**src/cbr_pkg.sv**
```systemverilog
package cbr_pkg;

   // ****************************************************************
   // Opcode bytes
   // ****************************************************************
   localparam logic [7:0] CBR_PFX_ROT = 8'hCB;
   localparam logic [7:0] CBR_PFX_IDX1 = 8'hDD;
   localparam logic [7:0] CBR_PFX_IDX2 = 8'hFD;
   localparam logic [4:0] CBR_OP_LCIRC = 5'h00;
   localparam logic [4:0] CBR_OP_RCIRC = 5'h01;
   localparam logic [4:0] CBR_OP_LCARRY = 5'h02;
   localparam logic [4:0] CBR_OP_RCARRY = 5'h03;
   localparam logic [2:0] CBR_MEM_CODE = 3'h6;

   // ****************************************************************
   // T-states per machine cycle
   // ****************************************************************
   localparam logic [2:0] CBR_T_FETCH = 3'h4;
   localparam logic [2:0] CBR_T_DISP = 3'h3;
   localparam logic [2:0] CBR_T_IDXFN = 3'h5;
   localparam logic [2:0] CBR_T_READ = 3'h4;
   localparam logic [2:0] CBR_T_WRITE = 3'h3;

   // ****************************************************************
   // Flag byte layout
   // ****************************************************************
   localparam int CBR_F_S = 7;
   localparam int CBR_F_Z = 6;
   localparam int CBR_F_H = 4;
   localparam int CBR_F_PV = 2;
   localparam int CBR_F_N = 1;
   localparam int CBR_F_C = 0;

   // ****************************************************************
   // Types
   // ****************************************************************
   typedef enum logic [3:0] {
      CBR_ST_IDLE = 4'h1,
      CBR_ST_FETCH = 4'h2,
      CBR_ST_READ = 4'h4,
      CBR_ST_WRITE = 4'h8
   } cbr_state_t;

   // Which byte the current fetch cycle brings in
   typedef enum logic [1:0] {
      CBR_B_FIRST = 2'h0,
      CBR_B_ROTPFX = 2'h1,
      CBR_B_DISP = 2'h2,
      CBR_B_FUNC = 2'h3
   } cbr_byte_t;

   typedef struct packed {
      logic [15:0] addr;
      logic [7:0] wdata;
      logic rd;
      logic wr;
   } cbr_mem_t;

   typedef struct packed {
      logic reg_we;
      logic [2:0] reg_sel;
      logic [7:0] reg_data;
      logic flag_we;
      logic [7:0] flags;
      logic done;
      logic bad_op;
   } cbr_result_t;

endpackage : cbr_pkg

```
**src/cbr_rotate_unit.sv**
```systemverilog
// Overview of operation
// - Index form bytes: prefix, rotate prefix, displacement, function.
// - Indexed address is index register plus sign-extended displacement.
// - Left-circular: shift left, old bit 7 to carry and bit 0.
// - Register 8T (4,4); pointer 15T (4,4,4,3); indexed 23T (4,4,3,5,4,3).
// - Other three rotates accept register, pointer, both indexed operands.
// - Register code B..L are 000..101, A is 111; 110 means memory.
// - Left through carry: old bit 7 to carry, old carry to bit 0.
// - Right-circular: shift right, old bit 0 to carry and bit 7.
// - Right through carry: old bit 0 to carry, old carry to bit 7.
// - Right memory forms end 0E/1E; indexed add prefix and displacement.
// - Sign follows result bit 7; half-carry and subtract always cleared.
// - Zero flag set when the eight-bit result is zero.
// - Parity flag set when the result has an even count of ones.
// - Left-circular function byte is 00000rrr; pointer memory form is 06.
`timescale 1ns/1ps
`default_nettype none

module cbr_rotate_unit
   import cbr_pkg::*;
(
   input wire logic mclk,
   input wire logic arst_n,
   input wire logic start,
   input wire logic [7:0] code_byte,
   input wire logic [63:0] reg_file,
   input wire logic [15:0] index_base_first,
   input wire logic [15:0] index_base_second,
   input wire logic [15:0] pointer_pair,
   input wire logic [7:0] flag_in,
   input wire logic [7:0] mem_rdata,
   output logic busy,
   output logic code_take,
   output cbr_mem_t mem,
   output cbr_result_t res
);

   // ****************************************************************
   // Datapath functions
   // ****************************************************************
   function automatic logic [8:0] rot(input logic [1:0] op,
                                      input logic [7:0] v,
                                      input logic cin);
      logic [8:0] r;
      r = '0;
      unique case (op)
         CBR_OP_LCIRC[1:0]: r = {v[7], v[6:0], v[7]};
         CBR_OP_RCIRC[1:0]: r = {v[0], v[0], v[7:1]};
         CBR_OP_LCARRY[1:0]: r = {v[7], v[6:0], cin};
         CBR_OP_RCARRY[1:0]: r = {v[0], cin, v[7:1]};
      endcase
      return r;
   endfunction : rot

   function automatic logic [7:0] flags_of(input logic [8:0] cr);
      logic [7:0] f;
      f = 8'h00;
      f[CBR_F_S] = cr[7];
      f[CBR_F_Z] = (cr[7:0] == 8'h00);
      f[CBR_F_PV] = ~^cr[7:0];
      f[CBR_F_H] = 1'b0;
      f[CBR_F_N] = 1'b0;
      f[CBR_F_C] = cr[8];
      return f;
   endfunction : flags_of

   // ****************************************************************
   // State
   // ****************************************************************
   typedef struct packed {
      cbr_state_t st;
      cbr_byte_t step;
      logic [2:0] tcnt;
      logic [2:0] tlen;
      logic indexed;
      logic second;
      logic [7:0] disp;
      logic [7:0] wdata;
      logic [8:0] cres;
      logic take;
      cbr_mem_t mem;
      cbr_result_t res;
   } cbr_core_t;

   cbr_core_t s_q;
   cbr_core_t s_d;

   logic last_t;
   logic [15:0] base;
   logic [8:0] cr_reg;
   logic [8:0] cr_mem;

   assign last_t = (s_q.tcnt == s_q.tlen - 3'h1);
   assign base = s_q.second ? index_base_second : index_base_first;
   assign cr_reg = rot(code_byte[4:3], reg_file[code_byte[2:0]*8 +: 8],
                       flag_in[CBR_F_C]);
   assign cr_mem = rot(s_q.res.reg_sel[1:0], mem_rdata, flag_in[CBR_F_C]);

   // ****************************************************************
   // Sequencer
   // ****************************************************************
   always_comb begin
      s_d = s_q;
      s_d.take = 1'b0;
      s_d.res.reg_we = 1'b0;
      s_d.res.flag_we = 1'b0;
      s_d.res.done = 1'b0;
      s_d.res.bad_op = 1'b0;
      s_d.tcnt = last_t ? 3'h0 : s_q.tcnt + 3'h1;
      unique case (s_q.st)
         CBR_ST_IDLE: begin
            s_d.tcnt = 3'h0;
            if (start) begin
               s_d.st = CBR_ST_FETCH;
               s_d.step = CBR_B_FIRST;
               s_d.tlen = CBR_T_FETCH;
               s_d.indexed = 1'b0;
               s_d.second = 1'b0;
            end
         end
         CBR_ST_FETCH: begin
            if (last_t) begin
               s_d.take = 1'b1;
               unique case (s_q.step)
                  CBR_B_FIRST: begin
                     s_d.tlen = CBR_T_FETCH;
                     if (code_byte == CBR_PFX_ROT) begin
                        s_d.step = CBR_B_FUNC;
                     end else if (code_byte == CBR_PFX_IDX1 ||
                                  code_byte == CBR_PFX_IDX2) begin
                        s_d.step = CBR_B_ROTPFX;
                        s_d.indexed = 1'b1;
                        s_d.second = (code_byte == CBR_PFX_IDX2);
                     end else begin
                        s_d.st = CBR_ST_IDLE;
                        s_d.res.bad_op = 1'b1;
                     end
                  end
                  CBR_B_ROTPFX: begin
                     s_d.step = CBR_B_DISP;
                     s_d.tlen = CBR_T_DISP;
                     if (code_byte != CBR_PFX_ROT) begin
                        s_d.st = CBR_ST_IDLE;
                        s_d.res.bad_op = 1'b1;
                     end
                  end
                  CBR_B_DISP: begin
                     s_d.disp = code_byte;
                     s_d.step = CBR_B_FUNC;
                     s_d.tlen = CBR_T_IDXFN;
                  end
                  CBR_B_FUNC: begin
                     // Opcodes 00..1F cover all four rotates
                     s_d.res.reg_sel = code_byte[2:0];
                     s_d.res.reg_data = cr_reg[7:0];
                     s_d.res.flags = flags_of(cr_reg);
                     if (code_byte[7:5] != 3'h0) begin
                        s_d.st = CBR_ST_IDLE;
                        s_d.res.bad_op = 1'b1;
                     end else if (code_byte[2:0] == CBR_MEM_CODE) begin
                        s_d.st = CBR_ST_READ;
                        s_d.tlen = CBR_T_READ;
                        s_d.res.reg_sel = {1'b0, code_byte[4:3]};
                        s_d.mem.rd = 1'b1;
                        s_d.mem.addr = pointer_pair;
                        if (s_q.indexed) begin
                           s_d.mem.addr = base +
                              {{8{s_q.disp[7]}}, s_q.disp};
                        end
                     end else if (s_q.indexed) begin
                        // Indexed prefix needs memory code 110
                        s_d.st = CBR_ST_IDLE;
                        s_d.res.bad_op = 1'b1;
                     end else begin
                        s_d.st = CBR_ST_IDLE;
                        s_d.res.reg_we = 1'b1;
                        s_d.res.flag_we = 1'b1;
                        s_d.res.done = 1'b1;
                     end
                  end
               endcase
            end
         end
         CBR_ST_READ: begin
            if (last_t) begin
               s_d.st = CBR_ST_WRITE;
               s_d.tlen = CBR_T_WRITE;
               s_d.mem.rd = 1'b0;
               s_d.mem.wr = 1'b1;
               s_d.mem.wdata = cr_mem[7:0];
               s_d.cres = cr_mem;
            end
         end
         CBR_ST_WRITE: begin
            if (last_t) begin
               s_d.st = CBR_ST_IDLE;
               s_d.mem.wr = 1'b0;
               s_d.res.reg_data = s_q.cres[7:0];
               s_d.res.flags = flags_of(s_q.cres);
               s_d.res.flag_we = 1'b1;
               s_d.res.done = 1'b1;
            end
         end
      endcase
   end

   always_ff @(posedge mclk or negedge arst_n) begin
      if (!arst_n) begin
         s_q <= '{st: CBR_ST_IDLE, step: CBR_B_FIRST, default: '0};
      end else begin
         s_q <= s_d;
      end
   end

   assign busy = (s_q.st != CBR_ST_IDLE);
   assign code_take = s_q.take;
   assign mem = s_q.mem;
   assign res = s_q.res;

endmodule : cbr_rotate_unit

`default_nettype wire

```
**config.mk**
```make
export PLATFORM = sky130hd
export DESIGN_NAME = cbr_rotate_unit
export DESIGN_NICKNAME = d
export VERILOG_FILES = /design/src/cbr_pkg.sv /design/src/cbr_rotate_unit.sv
export SDC_FILE = /design/constraint.sdc
export NUM_CORES = 1
export LEC_CHECK = 0
export BUFFER_PORTS_ARGS = -buffer_cell sky130_fd_sc_hd__buf_2
export CORE_ASPECT_RATIO = 0.8
export CORE_UTILIZATION = 35
export CTS_BUF_LIST = sky130_fd_sc_hd__clkbuf_4 sky130_fd_sc_hd__clkbuf_8
export CTS_CLUSTER_SIZE = 40
export DETAILED_ROUTE_END_ITERATION = 10
export HOLD_SLACK_MARGIN = 0.05
export PLACE_DENSITY = 0.68
export SYNTH_ARGS = -nofsm -noshare
export SYNTH_HDL_FRONTEND = slang
export SYNTH_SLANG_ARGS = --single-unit
```
**constraint.sdc**
```tcl
create_clock -name mclk -period 3.83 [get_ports mclk]
set_input_delay 0.766 -clock mclk [delete_from_list [all_inputs] [get_ports mclk]]
set_output_delay 0.766 -clock mclk [all_outputs]
set_load 0.01 [all_outputs]
```
* After elaboration in Yosys (flattened, before gate mapping)
Cells that the tools add are included.
** Word-level totals
- Memory bits (writable) :: 0
- Output and inout port bits :: 51
- ROM bits :: 0
- Flip-flop bits (word level) :: 81
- Logic and storage cells :: 153
- Memories :: 0
- Input bits :: 139
- Bits in latches :: 0
** Operators by class
- Shift operators :: 1
- Divide/modulo/power cells :: 0
- Add/subtract/negate cells :: 3
- Mux-type cells :: 65
- Multiply operators :: 0
- Reduce and logical (&&, ||, !) cells :: 25
- Bitwise operators :: 1
- Magnitude comparators :: 0
- Eq/ne operators :: 38
** Operator list (number)
- two-way mux 16 bit :: 5
- case mux 9 bit (4 select lines) :: 2
- indexed part select 64 x 7 -> 8 bit :: 1
- case mux 18 bit (2 select lines) :: 1
- two-way mux 17 bit :: 2
- two-way mux 4 bit :: 7
- equality test 8 bit (second input constant) :: 3
- two-way mux 3 bit :: 8
- two-way mux 23 bit :: 1
- two-way mux 22 bit :: 1
- two-way mux 18 bit :: 1
- AND reduction 6 bit :: 3
- adder 16 bit :: 1
- logical NOT 8 bit :: 2
- != test 2 bit (second input constant) :: 8
- case mux 4 bit (4 select lines) :: 1
- XNOR reduction 8 bit :: 2
- two-way mux 1 bit :: 15
- != test 3 bit (second input constant) :: 5
- two-way mux 2 bit :: 7
- two-way mux 13 bit :: 1
- equality test 2 bit (second input constant) :: 6
- two-way mux 6 bit :: 2
- != test 4 x 1 -> 1 bit (second input constant) :: 3
- 31 further kinds :: 45

* Logic depth before layout (Yosys ltp)
- Depth after elaboration :: 8
- Mapped depth :: 12
- Depth with buffers taken out :: 11

* Worst setup path after synthesis
OpenSTA, ideal clock, no wires.
- Path kind :: input -> register
- Start :: input port code_byte[0]
- End :: register s_q (netlist bit res[4])
- Stages :: 12
- Data required time :: 3.704 ns
- Setup time :: 0.126 ns
- Data arrival time :: 2.892 ns
- Slack :: 0.812 ns
- Cells stage by stage :: buf_4 > mux4_2 > mux2i_1 > inv_1 > o21ai_0 > nor2_1 > a21oi_1 > ha_1 > xnor2_1 > xnor2_1 > nor2_1 > a221o_1
** Between the ends
- Longest elaborated chain between the ends :: 6
** RTL lines
- from (decl) :: RTL line cbr_rotate_unit.sv:25 : input wire logic [7:0] code_byte,
- indexed part select 64 x 7 -> 8 bit :: RTL line cbr_rotate_unit.sv:95 : assign cr_reg = rot(code_byte[4:3], reg_file[code_byte[2:0]*8 +: 8],
- case mux 9 bit (4 select lines) :: RTL line cbr_rotate_unit.sv:46 : unique case (op)
- XNOR reduction 8 bit :: RTL line cbr_rotate_unit.sv:60 : f[CBR_F_PV] = ~^cr[7:0];
- two-way mux 22 bit :: RTL line cbr_rotate_unit.sv:124 : unique case (s_q.step)
- two-way mux 23 bit :: RTL line cbr_rotate_unit.sv:122 : if (last_t) begin
- case mux 18 bit (2 select lines) :: RTL line cbr_rotate_unit.sv:110 : unique case (s_q.st)
- to (signal assigned) :: RTL line cbr_rotate_unit.sv:209 : s_q <= '{st: CBR_ST_IDLE, step: CBR_B_FIRST, default: '0};
- to (signal assigned) :: RTL line cbr_rotate_unit.sv:211 : s_q <= s_d;
- to (decl) :: RTL line cbr_rotate_unit.sv:85 : cbr_core_t s_q;
Every way passes these cells. The select of a mux whose other input is x is not followed.
A chain may end at the register's enable or synchronous reset.

* Worst setup path in the final report
- Start :: register s_q[75] (netlist bit)
- End :: register s_q (netlist bit mem[21])
** Between the ends
- Longest elaborated chain between the ends :: 3
** RTL lines
- two-way mux 16 bit :: RTL line cbr_rotate_unit.sv:94 : assign base = s_q.second ? index_base_second : index_base_first;
- adder 16 bit :: RTL line cbr_rotate_unit.sv:167 : s_d.mem.addr = base +
- two-way mux 16 bit :: RTL line cbr_rotate_unit.sv:166 : if (s_q.indexed) begin
Every way passes these cells.

==> impl_summary.log <==
INFO  metric slew_violations = 0
INFO  metric synth_seq_cells = 67
INFO  metric timing.final.setup_violations = 0
INFO  metric drc_errors = 0
INFO  metric total_wirelength_of_the_detailed_routed_design = 14.16 mm
INFO  metric flow.area_growth_from_synthesis = 17.05%
INFO  metric async_reset_ff_share = 100.0%
INFO  metric post_cts.resized_instances = 0
INFO  metric post_drt_wl_per_cell = 16.41 um
INFO  metric hpwlAfterDp = 11.34 mm
INFO  metric antenna-diode-count = 0
INFO  metric cts_htree_levels = 3
INFO  metric critPathTopFamily = compound AO/OA/AOI/OAI gates
INFO  metric fillerInstances = approximately 1500
INFO  metric netlist-cell-type-count = 63
INFO  metric yosysSeqAreaShare = approximately a third
INFO  metric cts.clk_slew.worst_paths = 0.08 ns
INFO  metric finish.net_count = 843
INFO  metric dr.max_layer_used = met4
INFO  metric placed_area = between 5000 and 6000 um^2
INFO  metric critPathRequiredTime = 4.04 ns
INFO  metric chip_width = 139.6 um
INFO  metric worstHoldPathType = input port to asynchronous set/reset pin
INFO  metric cp_peak_stage_delay = roughly 0.58 ns
INFO  metric post-cts-setup-buffer-count = 0
INFO  metric worstSetupStartpoint = s_q[75]$_DFFE_PN0P_
INFO  metric gp_congestion = 0.8428
INFO  metric unrepaired_setup_endpoints_after_global_routing = false
INFO  metric synth_area_per_cell = 9.634 um^2
INFO  metric cts_tree = built
INFO  metric start_util = 36.44%
INFO  metric irDropWorstVdd = about 0.18 mV
INFO  metric globalRouteTotalUtil = 18.14%
INFO  metric gr_ovfl_total = 0
INFO  metric critical_path.most_common_cell = sky130_fd_sc_hd__o21ai_0
INFO  metric data_arrival_time_at_the_worst_slack_endpoint = 3.30 ns
INFO  metric critPathCaptureType = flop
INFO  metric r2r_slack = 0.74 ns
INFO  metric worstReg2RegStart = s_q[75]$_DFFE_PN0P_
INFO  metric multi_input_comb_area = 3062 um^2
INFO  metric worst_r2r_path_depth = 10
INFO  metric max-cap-violations = 0
INFO  metric timing.critical_path.from_type = flop
INFO  metric firstDrtPassIters = 4
INFO  metric power_leakage = 0.003053 uW
INFO  metric power.density_cell_area = 592.8 nW/um^2
INFO  metric first_global_vias = 4342
INFO  metric worst_path_max_delay_cell = sky130_fd_sc_hd__dfrtp_1
INFO  metric synth-edff-count = 0
INFO  metric vias = 4439
INFO  metric placeableCoreArea = 14540 um^2
INFO  metric cts_sinks = 67
INFO  metric amount_of_wire_on_met3_after_detailed_routing = 967 um
INFO  metric die_outline_area = 15640 um^2
INFO  metric endpoint = mem[21]$_DFFE_PN0P_
INFO  metric outcome = complete, no violations
INFO  metric final_antenna_net_count = 0
INFO  metric pin_count = 190
INFO  metric ordered_cell_list_for_the_critical_path = mux2i_1 -> inv_1 -> ha_1 -> a211oi_1 -> o21ai_0 -> o21ai_0 -> a41oi_1 -> xor2_1 -> mux2i_1 -> o21ai_0
INFO  metric number_of_cts_inserted_buffers = 9
INFO  metric drt_iter0_markers = 204
INFO  metric clock_tree.buffer_depth = 2
INFO  metric io_buffer_count = 178
INFO  metric cts_hold_repair.buffers = 0
INFO  metric timing.final.hold_violations = 0
INFO  metric max_slew_margin = 32.93%
INFO  metric syn-cell-area = 5299 um^2
INFO  metric finalWorstPathRequiredPeriod = 3.095 ns
INFO  metric post_synth_inst_count = 550
INFO  metric ys.warnings.count = 0
INFO  metric dominantRegCellSynth = sky130_fd_sc_hd__dfrtp_1
INFO  metric root_buffer = sky130_fd_sc_hd__clkbuf_8
INFO  metric num_rows = 39
INFO  metric crit_path_max_fanout = 7
INFO  metric grt_start_max_net_pins = 51
INFO  metric timing_worst_setup_path_type = flop to flop
INFO  metric met2_wire_length = 6.630 mm
INFO  metric seqCellArea = 1678 um^2
INFO  metric clock_latency_of_the_later_clocked_register_in_the_worst_skew_pair = 0.34 ns
INFO  metric ratio_of_cells_with_drive_above_1_in_the_final_layout = 38.44%
INFO  metric die_h = 112.1 um
INFO  metric critical_path_buf_inv_count = 1
INFO  metric reg2reg_capture_point = mem[21]$_DFFE_PN0P_
INFO  metric m1WireLength = between 6 and 7 mm
INFO  metric drt-vias-per-instance = 5.144
INFO  metric first_pass_grt_wire_length = 22.07 mm
INFO  metric fmax = 323.1 MHz
INFO  metric timing.critical_path.depth = 10
INFO  metric postLayoutCellArea = around 6200 um^2
INFO  metric worst-slew-pin-transition = 1.006 ns
INFO  metric grt_antenna_before_repair = 0
INFO  metric finClkSkew = 0.01238 ns
INFO  metric fin_tns_setup = 0 ns
INFO  metric timing.final.crit_share = 80.80%
sequential cells by signal, indices dropped and copies added, names as in the netlist:
register   cells
mem           18
s_q           31
code_take      1
res           17
stage by stage:
| stage | hold WS, ns | total power (uW) | setup slack (ns) | std cells | util (%) |
|---|---|---|---|---|---|
| global placement | 0.4500 | 3012 | 0.4493 | 847 | 41.15 |
| detailed placement | 0.4628 | 3044 | 0.3897 | 847 | 41.15 |
| global route | 0.3778 | 3963 | 0.4584 | 863 | 42.65 |
| CTS | 0.3675 | 3691 | 0.7257 | 863 | 42.65 |
| floorplan | 0.4400 | 2653 | 0.8124 | 553 | - |
| finish | 0.3596 | 3677 | 0.7354 | 863 | 42.65 |
cells in the mapped netlist, drive strengths merged, types with 4 or more instances:
cell / number / area share [%]
xor2: 15 / 2.5
a21o: 5 / 0.71
a211oi: 4 / 0.57
clkbuf: 14 / 0.99
ha: 29 / 6.8
o21ai: 50 / 4.7
mux2i: 35 / 6.6
mux2: 27 / 5.7
nor2b: 5 / 0.59
xnor2: 11 / 1.8
buf: 59 / 8.1
nand3: 6 / 0.66
a21oi: 29 / 2.7
nand2: 51 / 3.8
and3: 4 / 0.47
nor3: 7 / 0.66
nand2b: 5 / 0.59
nor2: 31 / 2.7
a22oi: 7 / 0.99
dfrtp: 66 / 31
inv: 23 / 1.6
o211ai: 6 / 0.94
o21a: 6 / 0.85
mux4: 16 / 6.8
per-layer routing:
metal / up-vias / global-route usage (%)
met1: 2117 / 22.99
met3: 10 / 4.821
met2: 153 / 30.72
met4: 0 / 4.689
li1: 2159 / -
met5: - / 0
layout make-up:
| type | instances | share of cell area, % |
|---|---|---|
| sequential | 67 | 27.05 |
| tap | 184 | 3.712 |
| timing repair buffer | 183 | 14.97 |
| multi-input combinational | 390 | 49.36 |
| clock buffer | 13 | 2.784 |
| inverter | 23 | 1.392 |
| clock inverter | 3 | 0.7262 |
worst register-to-register path: cells and delay by family (launching register included):
kind,cells,cell delay (ns)
AOI/OAI and AO/OA,5,1.27
xor gates and xnor gates,1,0.20
adders and majority gates,1,0.30
buffers and inverters,1,0.09
DFF,1,0.58
muxes,2,0.55
power breakdown:
part | total (uW) | switching, uW | internal [uW]
clock network | 630 | 268 | 362
registers | 1150 | 229 | 923
logic | 1900 | 1020 | 870
cells in the final DEF (no fill, tap or decap), drive strengths merged, types with 2 or more instances in the layout:
cell and instances:
nand4 3, dfrtp 66, mux4 16, and3 4
nand2 51, nor2 31, nand3 6, buf 183
ha 29, a211oi 4, inv 23, nand2b 5
nor2b 5, o21ai 50, conb 4, o21a 6
mux2i 35, a22oi 7, o221a 2, clkinvlp 2
mux2 27, xor2 15, o211ai 6, o311ai 2
a21o 5, and2 2, a31oi 2, or2 3
nor4b 3, a21oi 29, o31ai 2, xnor2 11
a221o 2, nor3 7, clkbuf 13
how the worst min path moves through the flow:
| stage | startpoint | end | cells past startpoint |
|---|---|---|---|
| after floorplan | res[21]$_DFFE_PN0P_ | res[21]$_DFFE_PN0P_ | 2 |
| after global placement | res[21]$_DFFE_PN0P_ | res[21]$_DFFE_PN0P_ | 2 |
| after detailed placement | res[21]$_DFFE_PN0P_ | res[21]$_DFFE_PN0P_ | 2 |
| after CTS | arst_n | s_q[72]$_DFFE_PN0P_ | 1 |
| after global routing | arst_n | s_q[76]$_DFFE_PN0P_ | 1 |
| final | arst_n | s_q[72]$_DFFE_PN0P_ | 1 |
cells by family (layout without fill, tap and decap cells):
logic type | count (synthesis) | count (layout) | share of synthesized area [%]
xor+xnor | 26 | 26 | 4.298
compound gates | 126 | 126 | 14.69
buf+inv | 96 | 222 | 10.77
other cells | 1 | 4 | 0.07077
simple gates | 126 | 126 | 12.14
fa+ha+maj | 30 | 30 | 7.226
flops | 67 | 67 | 31.66
mux | 78 | 78 | 19.15
Note: power is estimated with default switching activity, not from simulation.
